==> src/pfdc_regs.svh <==
`ifndef PFDC_REGS_SVH
`define PFDC_REGS_SVH
`define PFDC_FIFO_DEPTH 66
`define PFDC_FIFO_WIDTH 8
`define PFDC_CRC_POLY 16'h1021
`define PFDC_CRC_SEED 16'h1d0f
`define PFDC_WHT_SEED 9'h1ff
`define PFDC_ADDR_NODE 2'h1
`define PFDC_ADDR_BCAST 2'h2
`define PFDC_DCF_MANCH 2'h1
`define PFDC_DCF_WHITE 2'h2
`define PFDC_LEN_NOCHECK 8'hff
`endif

==> src/pfdc_pkg.sv <==
package pfdc_pkg;
  typedef enum logic [2:0] {TX_IDLE, TX_SYNC, TX_PAY, TX_CRC, TX_DONE} pfdc_tx_e;
  typedef enum logic [2:0] {RX_HUNT, RX_PAY, RX_CRC, RX_HOLD} pfdc_rx_e;
endpackage : pfdc_pkg

==> src/pfdc_top.sv <==
// What this block and its host must do
// RQ1 - host prefills fifo until level or full flag rises
// RQ2 - host refills during transmit whenever level or nonempty flag drops
// RQ3 - packet sent flag rises only after last chip has gone out
// RQ4 - host drains fifo while nonempty until payload ready or crc pass
// RQ5 - leftover fifo bytes stay readable in receive or idle
// RQ6 - host keeps encryption off for packets larger than the fifo
// RQ7 - one sync word setting drives both sending and matching
// RQ8 - packets without the sync word vanish without any flag
// RQ9 - sync detection starts payload reception and sets match flag
// RQ10 - host never programs a sync byte of zero
// RQ11 - selector 01 keeps only packets addressed to node id
// RQ12 - selector 10 keeps packets addressed to node or broadcast id
// RQ13 - address byte stays in fifo, checked in receive after sync only
// RQ14 - transmitting host writes the address byte as ordinary payload
// RQ15 - sync and address match share one flag
// RQ16 - variable length byte must be below maximum, 255 disables check
// RQ17 - crc appended on transmit, recomputed and compared on receive
// RQ18 - crc failure clears fifo silently, or keeps it with payload ready
// RQ19 - received crc bytes never enter the fifo
// RQ20 - crc poly 0x1021, msb first, ccitt seed, inverted output
// RQ21 - host enables at most one dc-free method
// RQ22 - manchester sends one as chips 10, zero as chips 01
// RQ23 - coding covers payload and crc only, sync stays nrz
// RQ24 - whitening xors payload and crc with 9-bit lfsr x^9+x^5+1
// RQ25 - whitening lfsr starts all ones at each payload
`timescale 1ns/1ps
`default_nettype none
`include "pfdc_regs.svh"

module pfdc_fifo #(
  parameter int WIDTH = `PFDC_FIFO_WIDTH,
  parameter int DEPTH = `PFDC_FIFO_DEPTH,
  parameter int LW = $clog2(DEPTH + 1)
) (
  input wire logic clk_i,
  input wire logic rst_i,
  input wire logic ce_i,
  input wire logic clr_i,
  input wire logic in_valid_i,
  input wire logic [WIDTH-1:0] in_data_i,
  output logic in_ready_o,
  output logic out_valid_o,
  output logic [WIDTH-1:0] out_data_o,
  input wire logic out_ready_i,
  output logic [LW-1:0] level_o,
  output logic full_o
);
  if (DEPTH < 2) begin : bad_depth_g
    $error("fifo depth below two");
  end
  // shift style: head always sits in mem_r[0], so the read data is a flop
  logic [WIDTH-1:0] mem_r [DEPTH];
  logic [LW-1:0] cnt_r;
  logic [LW-1:0] cnt_nxt;
  logic full_r;
  logic nonempty_r;
  wire push = in_valid_i && !full_r;
  wire pop = out_ready_i && nonempty_r;
  assign cnt_nxt = clr_i ? '0 : LW'(cnt_r + LW'(push) - LW'(pop));
  assign in_ready_o = !full_r;
  assign out_valid_o = nonempty_r;
  assign out_data_o = mem_r[0];
  assign level_o = cnt_r;
  assign full_o = full_r;

  always_ff @(posedge clk_i or posedge rst_i) begin
    if (rst_i) begin
      cnt_r <= '0;
      full_r <= 1'b0;
      nonempty_r <= 1'b0;
    end else if (ce_i) begin
      cnt_r <= cnt_nxt;
      full_r <= cnt_nxt == LW'(DEPTH);
      nonempty_r <= cnt_nxt != '0;
    end
  end

  always_ff @(posedge clk_i) begin
    if (ce_i) begin
      for (int i = 0; i < DEPTH; i++) begin
        if (pop) begin
          if (push && LW'(i) == LW'(cnt_r - LW'(1)))
            mem_r[i] <= in_data_i;
          else if (i < DEPTH - 1)
            mem_r[i] <= mem_r[(i < DEPTH - 1) ? i + 1 : i];
        end else if (push && LW'(i) == cnt_r) begin
          mem_r[i] <= in_data_i;
        end
      end
    end
  end
endmodule : pfdc_fifo

module pfdc_top #(
  parameter int DEPTH = `PFDC_FIFO_DEPTH,
  parameter int LW = $clog2(DEPTH + 1)
) (
  input wire logic CORE_CLK_I,
  input wire logic RST_I,
  input wire logic CE_I,
  input wire logic MODE_TX_I,
  input wire logic MODE_RX_I,
  input wire logic [63:0] SYNC_WORD_BYTES_I,
  input wire logic [2:0] SYNC_LEN_I,
  input wire logic VAR_LEN_I,
  input wire logic [7:0] MAX_PAYLOAD_LEN_I,
  input wire logic [1:0] ADDR_FILTER_SEL_I,
  input wire logic [7:0] NODE_ID_I,
  input wire logic [7:0] BROADCAST_ID_I,
  input wire logic CRC_ENABLE_I,
  input wire logic KEEP_ON_CRC_FAIL_I,
  input wire logic [1:0] DC_FREE_SEL_I,
  input wire logic [LW-1:0] FIFO_THRESH_I,
  input wire logic HOST_WR_VALID_I,
  input wire logic [7:0] HOST_WR_DATA_I,
  output logic HOST_WR_READY_O,
  output logic HOST_RD_VALID_O,
  output logic [7:0] HOST_RD_DATA_O,
  input wire logic HOST_RD_READY_I,
  input wire logic TX_CHIP_READY_I,
  output logic TX_CHIP_O,
  output logic TX_ACTIVE_O,
  input wire logic RX_CHIP_VALID_I,
  input wire logic RX_CHIP_I,
  output logic PACKET_SENT_FLAG_O,
  output logic PAYLOAD_READY_FLAG_O,
  output logic CRC_PASS_FLAG_O,
  output logic SYNC_ADDR_MATCH_FLAG_O,
  output logic FIFO_LEVEL_FLAG_O,
  output logic FIFO_FULL_FLAG_O,
  output logic FIFO_NONEMPTY_FLAG_O
);
  if (DEPTH < 2 || DEPTH > 255) begin : bad_depth_g
    $error("fifo depth out of range");
  end

  function automatic logic [15:0] crc_step(input logic [15:0] c, input logic b);
    crc_step = {c[14:0], 1'b0} ^ ((c[15] ^ b) ? `PFDC_CRC_POLY : 16'h0000); // RQ20
  endfunction : crc_step

  function automatic logic [8:0] wht_step(input logic [8:0] s);
    wht_step = {s[0] ^ s[5], s[8:1]}; // RQ24
  endfunction : wht_step

  function automatic logic [7:0] sync_byte(input logic [63:0] w, input logic [2:0] i);
    sync_byte = w[8'(63 - 8 * i) -: 8];
  endfunction : sync_byte

  // fifo wiring: receive owns the write side, transmit owns the read side
  logic push_r;
  logic [7:0] push_data_r;
  logic clr_r;
  logic tx_pop;
  logic f_in_ready;
  logic f_out_valid;
  logic [7:0] f_out_data;
  logic [LW-1:0] f_level;
  logic f_full;
  wire f_in_valid = MODE_RX_I ? push_r : HOST_WR_VALID_I;
  wire [7:0] f_in_data = MODE_RX_I ? push_data_r : HOST_WR_DATA_I;
  wire f_out_ready = MODE_TX_I ? tx_pop : HOST_RD_READY_I; // RQ5

  pfdc_fifo #(.WIDTH(8), .DEPTH(DEPTH), .LW(LW)) u_fifo (
    .clk_i(CORE_CLK_I),
    .rst_i(RST_I),
    .ce_i(CE_I),
    .clr_i(clr_r),
    .in_valid_i(f_in_valid),
    .in_data_i(f_in_data),
    .in_ready_o(f_in_ready),
    .out_valid_o(f_out_valid),
    .out_data_o(f_out_data),
    .out_ready_i(f_out_ready),
    .level_o(f_level),
    .full_o(f_full)
  );

  assign HOST_WR_READY_O = f_in_ready && !MODE_RX_I;
  assign HOST_RD_VALID_O = f_out_valid && !MODE_TX_I;
  assign HOST_RD_DATA_O = f_out_data;
  assign FIFO_FULL_FLAG_O = f_full;
  assign FIFO_NONEMPTY_FLAG_O = f_out_valid;

  always_ff @(posedge CORE_CLK_I or posedge RST_I) begin
    if (RST_I)
      FIFO_LEVEL_FLAG_O <= 1'b0;
    else if (CE_I)
      FIFO_LEVEL_FLAG_O <= f_level > FIFO_THRESH_I;
  end

  // transmit path
  pfdc_pkg::pfdc_tx_e tx_st_r;
  logic [7:0] tx_byte_r;
  logic [2:0] tx_bit_r;
  logic tx_half_r;
  logic [2:0] tx_sidx_r;
  logic [7:0] tx_rem_r;
  logic tx_crclo_r;
  logic [15:0] tx_crc_r;
  logic [8:0] tx_wht_r;
  wire tx_coded = tx_st_r == pfdc_pkg::TX_PAY || tx_st_r == pfdc_pkg::TX_CRC; // RQ23
  wire tx_man = tx_coded && DC_FREE_SEL_I == `PFDC_DCF_MANCH;
  wire tx_wh = tx_coded && DC_FREE_SEL_I == `PFDC_DCF_WHITE;
  wire tx_run = CE_I && TX_CHIP_READY_I && (tx_st_r == pfdc_pkg::TX_SYNC || tx_coded);
  wire tx_bitw = tx_byte_r[7] ^ (tx_wht_r[0] & tx_wh); // RQ24
  wire tx_chip = (tx_man && tx_half_r) ? ~tx_bitw : tx_bitw; // RQ22
  wire tx_bit_end = !tx_man || tx_half_r;
  wire tx_byte_end = tx_run && tx_bit_end && tx_bit_r == 3'h7;
  wire [15:0] tx_crc_nxt = crc_step(tx_crc_r, tx_byte_r[7]);
  wire [7:0] tx_head = f_out_valid ? f_out_data : 8'h00;
  wire tx_last_sync = tx_sidx_r == SYNC_LEN_I;
  assign tx_pop = tx_byte_end && ((tx_st_r == pfdc_pkg::TX_SYNC && tx_last_sync) ||
                  (tx_st_r == pfdc_pkg::TX_PAY && tx_rem_r != 8'h00));

  always_ff @(posedge CORE_CLK_I or posedge RST_I) begin
    if (RST_I) begin
      tx_st_r <= pfdc_pkg::TX_IDLE;
      tx_byte_r <= 8'h00;
      tx_bit_r <= 3'h0;
      tx_half_r <= 1'b0;
      tx_sidx_r <= 3'h0;
      tx_rem_r <= 8'h00;
      tx_crclo_r <= 1'b0;
      tx_crc_r <= `PFDC_CRC_SEED;
      tx_wht_r <= `PFDC_WHT_SEED;
      TX_CHIP_O <= 1'b0;
      TX_ACTIVE_O <= 1'b0;
      PACKET_SENT_FLAG_O <= 1'b0;
    end else if (CE_I) begin
      if (!MODE_TX_I) begin
        tx_st_r <= pfdc_pkg::TX_IDLE;
        TX_ACTIVE_O <= 1'b0;
        PACKET_SENT_FLAG_O <= 1'b0;
      end else begin
        case (tx_st_r)
          pfdc_pkg::TX_IDLE: begin
            // waits for the first byte so the packet never starts empty
            if (f_out_valid) begin
              tx_st_r <= pfdc_pkg::TX_SYNC;
              tx_byte_r <= sync_byte(SYNC_WORD_BYTES_I, 3'h0); // RQ7
              tx_sidx_r <= 3'h0;
              tx_bit_r <= 3'h0;
              tx_half_r <= 1'b0;
              TX_ACTIVE_O <= 1'b1;
            end
          end
          pfdc_pkg::TX_SYNC, pfdc_pkg::TX_PAY, pfdc_pkg::TX_CRC: begin
            if (tx_run) begin
              TX_CHIP_O <= tx_chip;
              tx_half_r <= tx_man && !tx_half_r;
              if (tx_bit_end) begin
                tx_byte_r <= {tx_byte_r[6:0], 1'b0};
                tx_bit_r <= 3'(tx_bit_r + 3'h1);
                tx_wht_r <= wht_step(tx_wht_r);
                if (tx_st_r == pfdc_pkg::TX_PAY)
                  tx_crc_r <= tx_crc_nxt; // RQ17
              end
            end
            if (tx_byte_end) begin
              case (tx_st_r)
                pfdc_pkg::TX_SYNC: begin
                  if (tx_last_sync) begin
                    tx_st_r <= pfdc_pkg::TX_PAY;
                    tx_byte_r <= tx_head; // RQ14
                    tx_rem_r <= VAR_LEN_I ? tx_head : 8'(MAX_PAYLOAD_LEN_I - 8'h01);
                    tx_crc_r <= `PFDC_CRC_SEED; // RQ20
                    tx_wht_r <= `PFDC_WHT_SEED; // RQ25
                  end else begin
                    tx_sidx_r <= 3'(tx_sidx_r + 3'h1);
                    tx_byte_r <= sync_byte(SYNC_WORD_BYTES_I, 3'(tx_sidx_r + 3'h1));
                  end
                end
                pfdc_pkg::TX_PAY: begin
                  if (tx_rem_r != 8'h00) begin
                    tx_rem_r <= 8'(tx_rem_r - 8'h01);
                    tx_byte_r <= tx_head;
                  end else if (CRC_ENABLE_I) begin
                    tx_st_r <= pfdc_pkg::TX_CRC;
                    tx_byte_r <= ~tx_crc_nxt[15:8]; // RQ17
                    tx_crclo_r <= 1'b0;
                  end else begin
                    tx_st_r <= pfdc_pkg::TX_DONE;
                    PACKET_SENT_FLAG_O <= 1'b1; // RQ3
                  end
                end
                default: begin
                  if (!tx_crclo_r) begin
                    tx_byte_r <= ~tx_crc_r[7:0];
                    tx_crclo_r <= 1'b1;
                  end else begin
                    tx_st_r <= pfdc_pkg::TX_DONE;
                    PACKET_SENT_FLAG_O <= 1'b1; // RQ3
                  end
                end
              endcase
            end
          end
          pfdc_pkg::TX_DONE: TX_ACTIVE_O <= 1'b0;
          default: tx_st_r <= pfdc_pkg::TX_IDLE;
        endcase
      end
    end
  end

  // receive path
  pfdc_pkg::pfdc_rx_e rx_st_r;
  logic [63:0] rx_sh_r;
  logic [7:0] rx_byte_r;
  logic [2:0] rx_bit_r;
  logic rx_half_r;
  logic rx_first_r;
  logic [7:0] rx_idx_r;
  logic [7:0] rx_rem_r;
  logic [7:0] rx_crchi_r;
  logic rx_crclo_r;
  logic [15:0] rx_crc_r;
  logic [8:0] rx_wht_r;
  wire rx_in = CE_I && MODE_RX_I && RX_CHIP_VALID_I;
  wire [63:0] rx_sh_nxt = {rx_sh_r[62:0], RX_CHIP_I};
  wire [6:0] rx_nbits = 7'({SYNC_LEN_I, 3'h0}) + 7'h08;
  wire [63:0] rx_mask = ~64'h0 << 7'(7'd64 - rx_nbits);
  wire rx_sync_hit = ((rx_sh_nxt << 7'(7'd64 - rx_nbits)) & rx_mask) ==
                     (SYNC_WORD_BYTES_I & rx_mask); // RQ7
  wire rx_coded = rx_st_r == pfdc_pkg::RX_PAY || rx_st_r == pfdc_pkg::RX_CRC;
  wire rx_man = DC_FREE_SEL_I == `PFDC_DCF_MANCH;
  wire rx_wh = DC_FREE_SEL_I == `PFDC_DCF_WHITE;
  // manchester takes the first chip of each pair as the bit: 10 is one, 01 is zero
  wire rx_raw = rx_man ? rx_first_r : RX_CHIP_I; // RQ22
  wire rx_bit_end = rx_in && rx_coded && (!rx_man || rx_half_r);
  wire rx_d = rx_raw ^ (rx_wht_r[0] & rx_wh); // RQ24
  wire [7:0] rx_byte_nxt = {rx_byte_r[6:0], rx_d};
  wire rx_byte_end = rx_bit_end && rx_bit_r == 3'h7;
  wire [15:0] rx_crc_nxt = crc_step(rx_crc_r, rx_d);
  wire rx_len_byte = VAR_LEN_I && rx_idx_r == 8'h00;
  wire rx_len_bad = rx_len_byte && MAX_PAYLOAD_LEN_I != `PFDC_LEN_NOCHECK &&
                    rx_byte_nxt >= MAX_PAYLOAD_LEN_I; // RQ16
  wire rx_addr_byte = rx_idx_r == (VAR_LEN_I ? 8'h01 : 8'h00);
  wire rx_node_hit = rx_byte_nxt == NODE_ID_I;
  wire rx_bcast_hit = rx_byte_nxt == BROADCAST_ID_I;
  wire rx_addr_bad = rx_addr_byte && ((ADDR_FILTER_SEL_I == `PFDC_ADDR_NODE && !rx_node_hit) ||
                     (ADDR_FILTER_SEL_I == `PFDC_ADDR_BCAST && !rx_node_hit && !rx_bcast_hit));
  wire [7:0] rx_rem_cur = (rx_idx_r != 8'h00) ? rx_rem_r :
                          VAR_LEN_I ? rx_byte_nxt : 8'(MAX_PAYLOAD_LEN_I - 8'h01);
  wire rx_crc_ok = {rx_crchi_r, rx_byte_nxt} == ~rx_crc_r;

  always_ff @(posedge CORE_CLK_I or posedge RST_I) begin
    if (RST_I) begin
      rx_st_r <= pfdc_pkg::RX_HUNT;
      rx_sh_r <= 64'h0;
      rx_byte_r <= 8'h00;
      rx_bit_r <= 3'h0;
      rx_half_r <= 1'b0;
      rx_first_r <= 1'b0;
      rx_idx_r <= 8'h00;
      rx_rem_r <= 8'h00;
      rx_crchi_r <= 8'h00;
      rx_crclo_r <= 1'b0;
      rx_crc_r <= `PFDC_CRC_SEED;
      rx_wht_r <= `PFDC_WHT_SEED;
      push_r <= 1'b0;
      push_data_r <= 8'h00;
      clr_r <= 1'b0;
      SYNC_ADDR_MATCH_FLAG_O <= 1'b0;
      PAYLOAD_READY_FLAG_O <= 1'b0;
      CRC_PASS_FLAG_O <= 1'b0;
    end else if (CE_I) begin
      push_r <= 1'b0;
      clr_r <= 1'b0;
      // a flag set in this cycle overrides the drain-clear below
      // a push still in flight keeps the flag, else a one-byte packet loses it
      if (!f_out_valid && !push_r)
        PAYLOAD_READY_FLAG_O <= 1'b0;
      if (!MODE_RX_I) begin
        rx_st_r <= pfdc_pkg::RX_HUNT;
        SYNC_ADDR_MATCH_FLAG_O <= 1'b0;
      end else if (rx_in) begin
        case (rx_st_r)
          pfdc_pkg::RX_HUNT: begin
            rx_sh_r <= rx_sh_nxt; // RQ8
            if (rx_sync_hit) begin
              rx_st_r <= pfdc_pkg::RX_PAY; // RQ9
              SYNC_ADDR_MATCH_FLAG_O <= 1'b1; // RQ15
              CRC_PASS_FLAG_O <= 1'b0;
              rx_idx_r <= 8'h00;
              rx_bit_r <= 3'h0;
              rx_half_r <= 1'b0;
              rx_crclo_r <= 1'b0;
              rx_crc_r <= `PFDC_CRC_SEED;
              rx_wht_r <= `PFDC_WHT_SEED; // RQ25
              rx_sh_r <= 64'h0;
            end
          end
          pfdc_pkg::RX_PAY, pfdc_pkg::RX_CRC: begin
            if (rx_man && !rx_half_r) begin
              rx_first_r <= RX_CHIP_I;
              rx_half_r <= 1'b1;
            end else begin
              rx_half_r <= 1'b0;
              rx_byte_r <= rx_byte_nxt;
              rx_bit_r <= 3'(rx_bit_r + 3'h1);
              rx_wht_r <= wht_step(rx_wht_r);
              if (rx_st_r == pfdc_pkg::RX_PAY)
                rx_crc_r <= rx_crc_nxt; // RQ17
            end
            if (rx_byte_end && rx_st_r == pfdc_pkg::RX_PAY) begin
              if (rx_len_bad || rx_addr_bad) begin
                // drop the whole packet: earlier bytes are already queued
                rx_st_r <= pfdc_pkg::RX_HUNT; // RQ11 RQ12
                clr_r <= 1'b1;
                SYNC_ADDR_MATCH_FLAG_O <= 1'b0;
              end else begin
                push_r <= 1'b1; // RQ13
                push_data_r <= rx_byte_nxt;
                rx_idx_r <= 8'(rx_idx_r + 8'h01);
                rx_rem_r <= 8'(rx_rem_cur - 8'h01);
                if (rx_rem_cur == 8'h00) begin
                  if (CRC_ENABLE_I) begin
                    rx_st_r <= pfdc_pkg::RX_CRC;
                  end else begin
                    rx_st_r <= pfdc_pkg::RX_HOLD;
                    PAYLOAD_READY_FLAG_O <= 1'b1;
                  end
                end
              end
            end
            if (rx_byte_end && rx_st_r == pfdc_pkg::RX_CRC) begin
              // checksum bytes are compared here and never queued
              if (!rx_crclo_r) begin
                rx_crchi_r <= rx_byte_nxt; // RQ19
                rx_crclo_r <= 1'b1;
              end else if (rx_crc_ok) begin
                rx_st_r <= pfdc_pkg::RX_HOLD;
                PAYLOAD_READY_FLAG_O <= 1'b1; // RQ17
                CRC_PASS_FLAG_O <= 1'b1;
              end else if (KEEP_ON_CRC_FAIL_I) begin
                rx_st_r <= pfdc_pkg::RX_HOLD;
                PAYLOAD_READY_FLAG_O <= 1'b1; // RQ18
              end else begin
                rx_st_r <= pfdc_pkg::RX_HUNT; // RQ18
                clr_r <= 1'b1;
                SYNC_ADDR_MATCH_FLAG_O <= 1'b0;
              end
            end
          end
          pfdc_pkg::RX_HOLD: rx_st_r <= pfdc_pkg::RX_HOLD;
          default: rx_st_r <= pfdc_pkg::RX_HUNT;
        endcase
      end
    end
  end
endmodule : pfdc_top
`default_nettype wire

==> config.mk <==
export PLATFORM = sky130hd
export DESIGN_NAME = pfdc_top
export DESIGN_NICKNAME = d
export VERILOG_FILES = /design/src/pfdc_pkg.sv /design/src/pfdc_top.sv
export VERILOG_INCLUDE_DIRS = /design/src
export SDC_FILE = /design/constraint.sdc
export NUM_CORES = 2
export LEC_CHECK = 0
export BUFFER_PORTS_ARGS = -buffer_cell sky130_fd_sc_hd__buf_4
export CELL_PAD_IN_SITES_DETAIL_PLACEMENT = 0
export CELL_PAD_IN_SITES_GLOBAL_PLACEMENT = 2
export CORE_MARGIN = 4
export CORE_UTILIZATION = 44
export DETAILED_ROUTE_END_ITERATION = 8
export GPL_TIMING_DRIVEN = 0
export PLACE_DENSITY_LB_ADDON = 0.1
export SETUP_SLACK_MARGIN = 0.15
export SLEW_MARGIN = 20
export SYNTH_ARGS = -nofsm -noshare
export SYNTH_HDL_FRONTEND = slang
export SYNTH_SLANG_ARGS = --single-unit
==> constraint.sdc <==
create_clock -name CORE_CLK_I -period 7.8 [get_ports CORE_CLK_I]
set_input_delay 0.39 -clock CORE_CLK_I [delete_from_list [all_inputs] [get_ports CORE_CLK_I]]
set_output_delay 0.39 -clock CORE_CLK_I [all_outputs]
set_load 0.02 [all_outputs]
==> results by group <==
Logic synthesis
  – Main synth FF type: edfxtp_1
  – Complex-gate fraction of the synthesized area: 9.66%
  – Mux contribution to synthesized area: 20.5%
  – Post-synth EDFFs: 528
  – Simple-gate share of the synthesized area: 7.47%
  – Sequential share of the synthesized area: 54.8%
  – Post-synthesis async set-or-reset flop share: 28.1%
  – XOR/XNOR Fraction of Synth Area: 3.24%
  – Largest family of logic cells by synthesized area: multiplexers
  – Syn Area/Cell: 12.9 µm²
  – Post-Syn Instances: 2986
  – Area share of fa/ha/maj cells after synthesis: 1.42%
  – Yosys warnings: 0
  – Syn Std Cell Area: 38400 µm²
  – Yosys reg bits: 734
  – Unique masters post-synth: 84
  – Synth Net Count: 3152

Clock tree
  – Resized cells post-CTS: 0
  – Setup Fix Bufs, Post-CTS: 0
  – TritonCTS clock tree: built
  – H-tree depth: 3
  – Clock Path Buffers: 3
  – CTS sink cnt: 734
  – Root buf cell: clkbuf_16
  – Hold_buf cts: 2
  – Number of buffers created by CTS: 83
  – Register clock-pin slew on the reported worst setup and hold paths: 0.06 ns
  – Clock Latency Late Sink: 0.64 ns

Critical path
  – Critical Path Source: tx_sidx_r[0]
  – Critical Setup Path Class: reg2reg
  – CP Max Fanout: 9
  – CP Launch Type: flop
  – Reg-to-reg slack, setup: 2.71 ns
  – Data arrival, critical path: 5.59 ns
  – Critical path, cell by cell: clkbuf_1 -> xor2_1 -> nor3_2 -> nand3_1 -> a21oi_2 -> nand2_2 -> a21boi_4 -> ha_1 -> inv_1 -> ha_1 -> inv_1 -> fa_1 -> o21bai_1 -> a21oi_1 -> xnor2_1 -> a41o_1 -> nand2_1 -> o32a_1
  – CP Capture Type: flop
  – End point of the critical path: u_fifo.out_valid_o
  – Worst r2r src: tx_sidx_r[0]
  – Reg-to-Reg End: u_fifo.out_valid_o
  – R2R depth: 18
  – CP max-delay cell: clkbuf_1
  – Worst EP required: 8.30 ns
  – Max stage delay on crit path: 0.56 ns

GRT
  – Total global-route track usage: 24.3%
  – First-pass GRT wire length: 168 mm
  – Gr ovfl total: 0
  – Largest net degree at the start of global routing: 104
  – Initial antenna violation count: 2
  – Vias in the first global route: 26000

Finish
  – Layout net count: 3381
  – Final core utilization: 50.5%
  – Layout cell share with drive strength beyond 1: 31.5%
  – Diode count: 0
  – Area grow syn2layout: 13.9%

STA
  – Final Setup Violations: 0
  – RSZ-0062 raised after global routing: no
  – Final Slew Violations: 0
  – Final hold vios: 0
  – Period utilization: 65.3%
  – Tightest Pin Transition: 1.18 ns
  – Setup WS post-layout: 2.71 ns
  – Min cycle time layout: 5.09 ns
  – Worst slew margin: 21.0%
  – Fmax achieved: 196 MHz
  – Clk_skew: 0.0282 ns

Power
  – Maximum vdd drop: 178 µV
  – Total power divided by cell area: 244 nW/µm²
  – Lkg Pwr: 16.3 nW
  – Internal: 0.00753 W
  – Psw: 0.00316 W
  – Total power: 0.0107 W
  – Sequential Power Share: 43.4%
  – Combinational share of power: 20.0%
  – Switch share: 29.5%
  – Clock network fraction of total power: 36.5%

Route
  – Wirelength per Cell: 25.3 µm
  – DR pass1 iterations: 5
  – First DRT Iteration DRCs: 2134
  – # DRC: 0
  – Via count: 25400
  – Drt total wl: 112 mm
  – Vias per cell: 5.74
  – Detail Route Antenna Nets: 0

Floorplan
  – FP Rows: 108
  – Core area: 86600 µm²
  – Die footprint: 92100 µm²
  – Chip width: 303 µm
  – Vert. Die Dim: 303 µm
  – I/O Pins: 142
  – Initial Utilization: 44.3%

Place
  – GP Congestion: 0.953
  – Placed wire-length estimate: 84.7 mm
  – Port Buf Inserts: 135
  – Post-place setup slack: 2.29 ns

Status
  – Status: completed

Flow run
  – Max Cap Viol: 0

Worst hold path
  – Hold Crit Class: in2reg
## Yosys cell counts, types with 8 or more instances
cell | count | area share (%)
clkbuf_1 | 146 | 1.4
a31oi_1 | 17 | 0.28
buf_2 | 11 | 0.14
nor4_1 | 15 | 0.24
and2_1 | 9 | 0.15
ha_1 | 42 | 1.4
xor2_1 | 61 | 1.4
a22oi_1 | 14 | 0.27
nand4_1 | 20 | 0.33
buf_1 | 10 | 0.098
a21o_1 | 20 | 0.39
a311oi_1 | 9 | 0.21
nand3b_1 | 8 | 0.16
o22ai_1 | 22 | 0.36
nand2b_1 | 19 | 0.31
edfxtp_1 | 528 | 41
mux2_2 | 570 | 17
nor3_1 | 28 | 0.36
inv_1 | 58 | 0.57
a21oi_2 | 9 | 0.21
a211oi_1 | 10 | 0.20
o21ai_0 | 172 | 2.2
or3_1 | 19 | 0.31
o211ai_1 | 15 | 0.29
a21oi_4 | 56 | 2.4
mux4_2 | 27 | 1.6
dfstp_2 | 34 | 2.3
nor2b_1 | 17 | 0.28
nand3_1 | 45 | 0.59
xnor2_1 | 81 | 1.8
a21oi_1 | 81 | 1.1
nand2_1 | 318 | 3.1
nor2_1 | 104 | 1.0
o22a_1 | 11 | 0.25
buf_4 | 18 | 0.35
dfrtp_1 | 172 | 11
mux2i_1 | 78 | 2.0
## stage by stage
step | instances | TNS (ns) | hold slack (ns) | cell area [µm²]
floorplan | 2986 | 0 | 0.446 | 38400
global placement | 4276 | -136.04 | 0.462 | 40900
detailed placement | 4283 | 0 | 0.348 | 41000
CTS | 4435 | 0 | 0.0441 | 43700
global route | 4435 | 0 | 0.0727 | 43700
finish | 4435 | 0 | 0.0906 | 43700
## final cells by class
| cell class | instances | area (µm²) |
|---|---|---|
| plain buffers | 193 | 871 |
| clock buffers | 108 | 2270 |
| clock inverters | 42 | 433 |
| fillers | 7540 | 42900 |
| inverters | 60 | 233 |
| multi-input cells | 1999 | 16300 |
| flip-flops and latches | 734 | 21100 |
| well taps | 1155 | 1450 |
| repair buffers | 144 | 1120 |
## worst min path at each step
stage,cells after the start,endpoint,startpoint
after floorplan,1,tx_bit_r[0],tx_bit_r[0]
after global placement,1,tx_bit_r[0],tx_bit_r[0]
after detailed placement,2,tx_st_r[0],RST_I
after CTS,3,tx_byte_r[1],SYNC_WORD_BYTES_I[57]
after global routing,3,tx_byte_r[2],SYNC_WORD_BYTES_I[58]
final,3,tx_byte_r[1],SYNC_WORD_BYTES_I[57]
## worst max-delay path: cells and delay by family (launching register included)
family                     cells  cell delay (ns)
xor gates and xnor gates       2             0.37
buffers and inverters          3             0.67
adders and majority gates      3             0.86
DFF                            1             0.34
AOI/OAI and AO/OA              6             1.67
and+or+nand+nor                4             1.02
## power groups by stage
stage,clock network [W],registers [W],logic (W)
2_1_floorplan,0,0.00465,0.00149
3_5_place_dp,0,0.00472,0.00211
5_1_grt,0.00417,0.00466,0.00232
6_report,0.00390,0.00464,0.00214
4_1_cts,0.00399,0.00464,0.00212
3_3_place_gp,0,0.00472,0.00206
## kinds of logic after synthesis
kind of cell | Yosys count
multiplexers | 680
adder cells (fa/ha/maj) | 43
XOR/XNOR | 142
AND/OR/NAND/NOR | 633
flip-flops | 734
AO/OA/AOI/OAI | 501
buffers and inverters | 253
## layout by cell type, fill, tap and decap left out, types with 19 or more instances in the layout
| cell | synthesis | layout |
|---|---|---|
| or3_1 | 19 | 19 |
| nand2_1 | 318 | 318 |
| dfstp_2 | 34 | 34 |
| nor3_1 | 28 | 26 |
| clkbuf_1 | 146 | 163 |
| xnor2_1 | 81 | 81 |
| o21ai_1 | 0 | 53 |
| nor2_1 | 104 | 94 |
| buf_4 | 18 | 157 |
| nand3_1 | 45 | 45 |
| a21o_1 | 20 | 20 |
| inv_1 | 58 | 57 |
| a21oi_1 | 81 | 81 |
| mux2_2 | 570 | 570 |
| dfrtp_1 | 172 | 172 |
| o21ai_0 | 172 | 119 |
| a21oi_4 | 56 | 56 |
| nand4_1 | 20 | 20 |
| ha_1 | 42 | 42 |
| mux2i_1 | 78 | 78 |
| mux4_2 | 27 | 27 |
| nand2b_1 | 19 | 19 |
| xor2_1 | 61 | 61 |
| o22ai_1 | 22 | 22 |
| edfxtp_1 | 528 | 528 |
| clkbuf_16 | 0 | 86 |
## metal layers
metal | global-route usage, % | vias up | part of all wire [%]
met5 | 0 | - | 0.012
met4 | 6.25 | 2 | 2.4
met3 | 4.28 | 172 | 5.9
met2 | 39.3 | 747 | 47
met1 | 34.1 | 12900 | 45
li1 | - | 11600 | -
## sequential cells by signal, indices dropped and copies added, names as in the netlist, 3 cells and up
register,count
push_data_r,8
rx_bit_r,3
rx_byte_r,7
rx_crc_r,16
rx_crchi_r,8
rx_idx_r,8
rx_rem_r,8
rx_sh_r,63
rx_st_r,3
rx_wht_r,9
tx_bit_r,3
tx_byte_r,8
tx_crc_r,16
tx_rem_r,8
tx_sidx_r,3
tx_st_r,3
tx_wht_r,9
u_fifo.level_o,7
u_fifo.mem_r,528
Note: power is estimated with default switching activity, not from simulation.
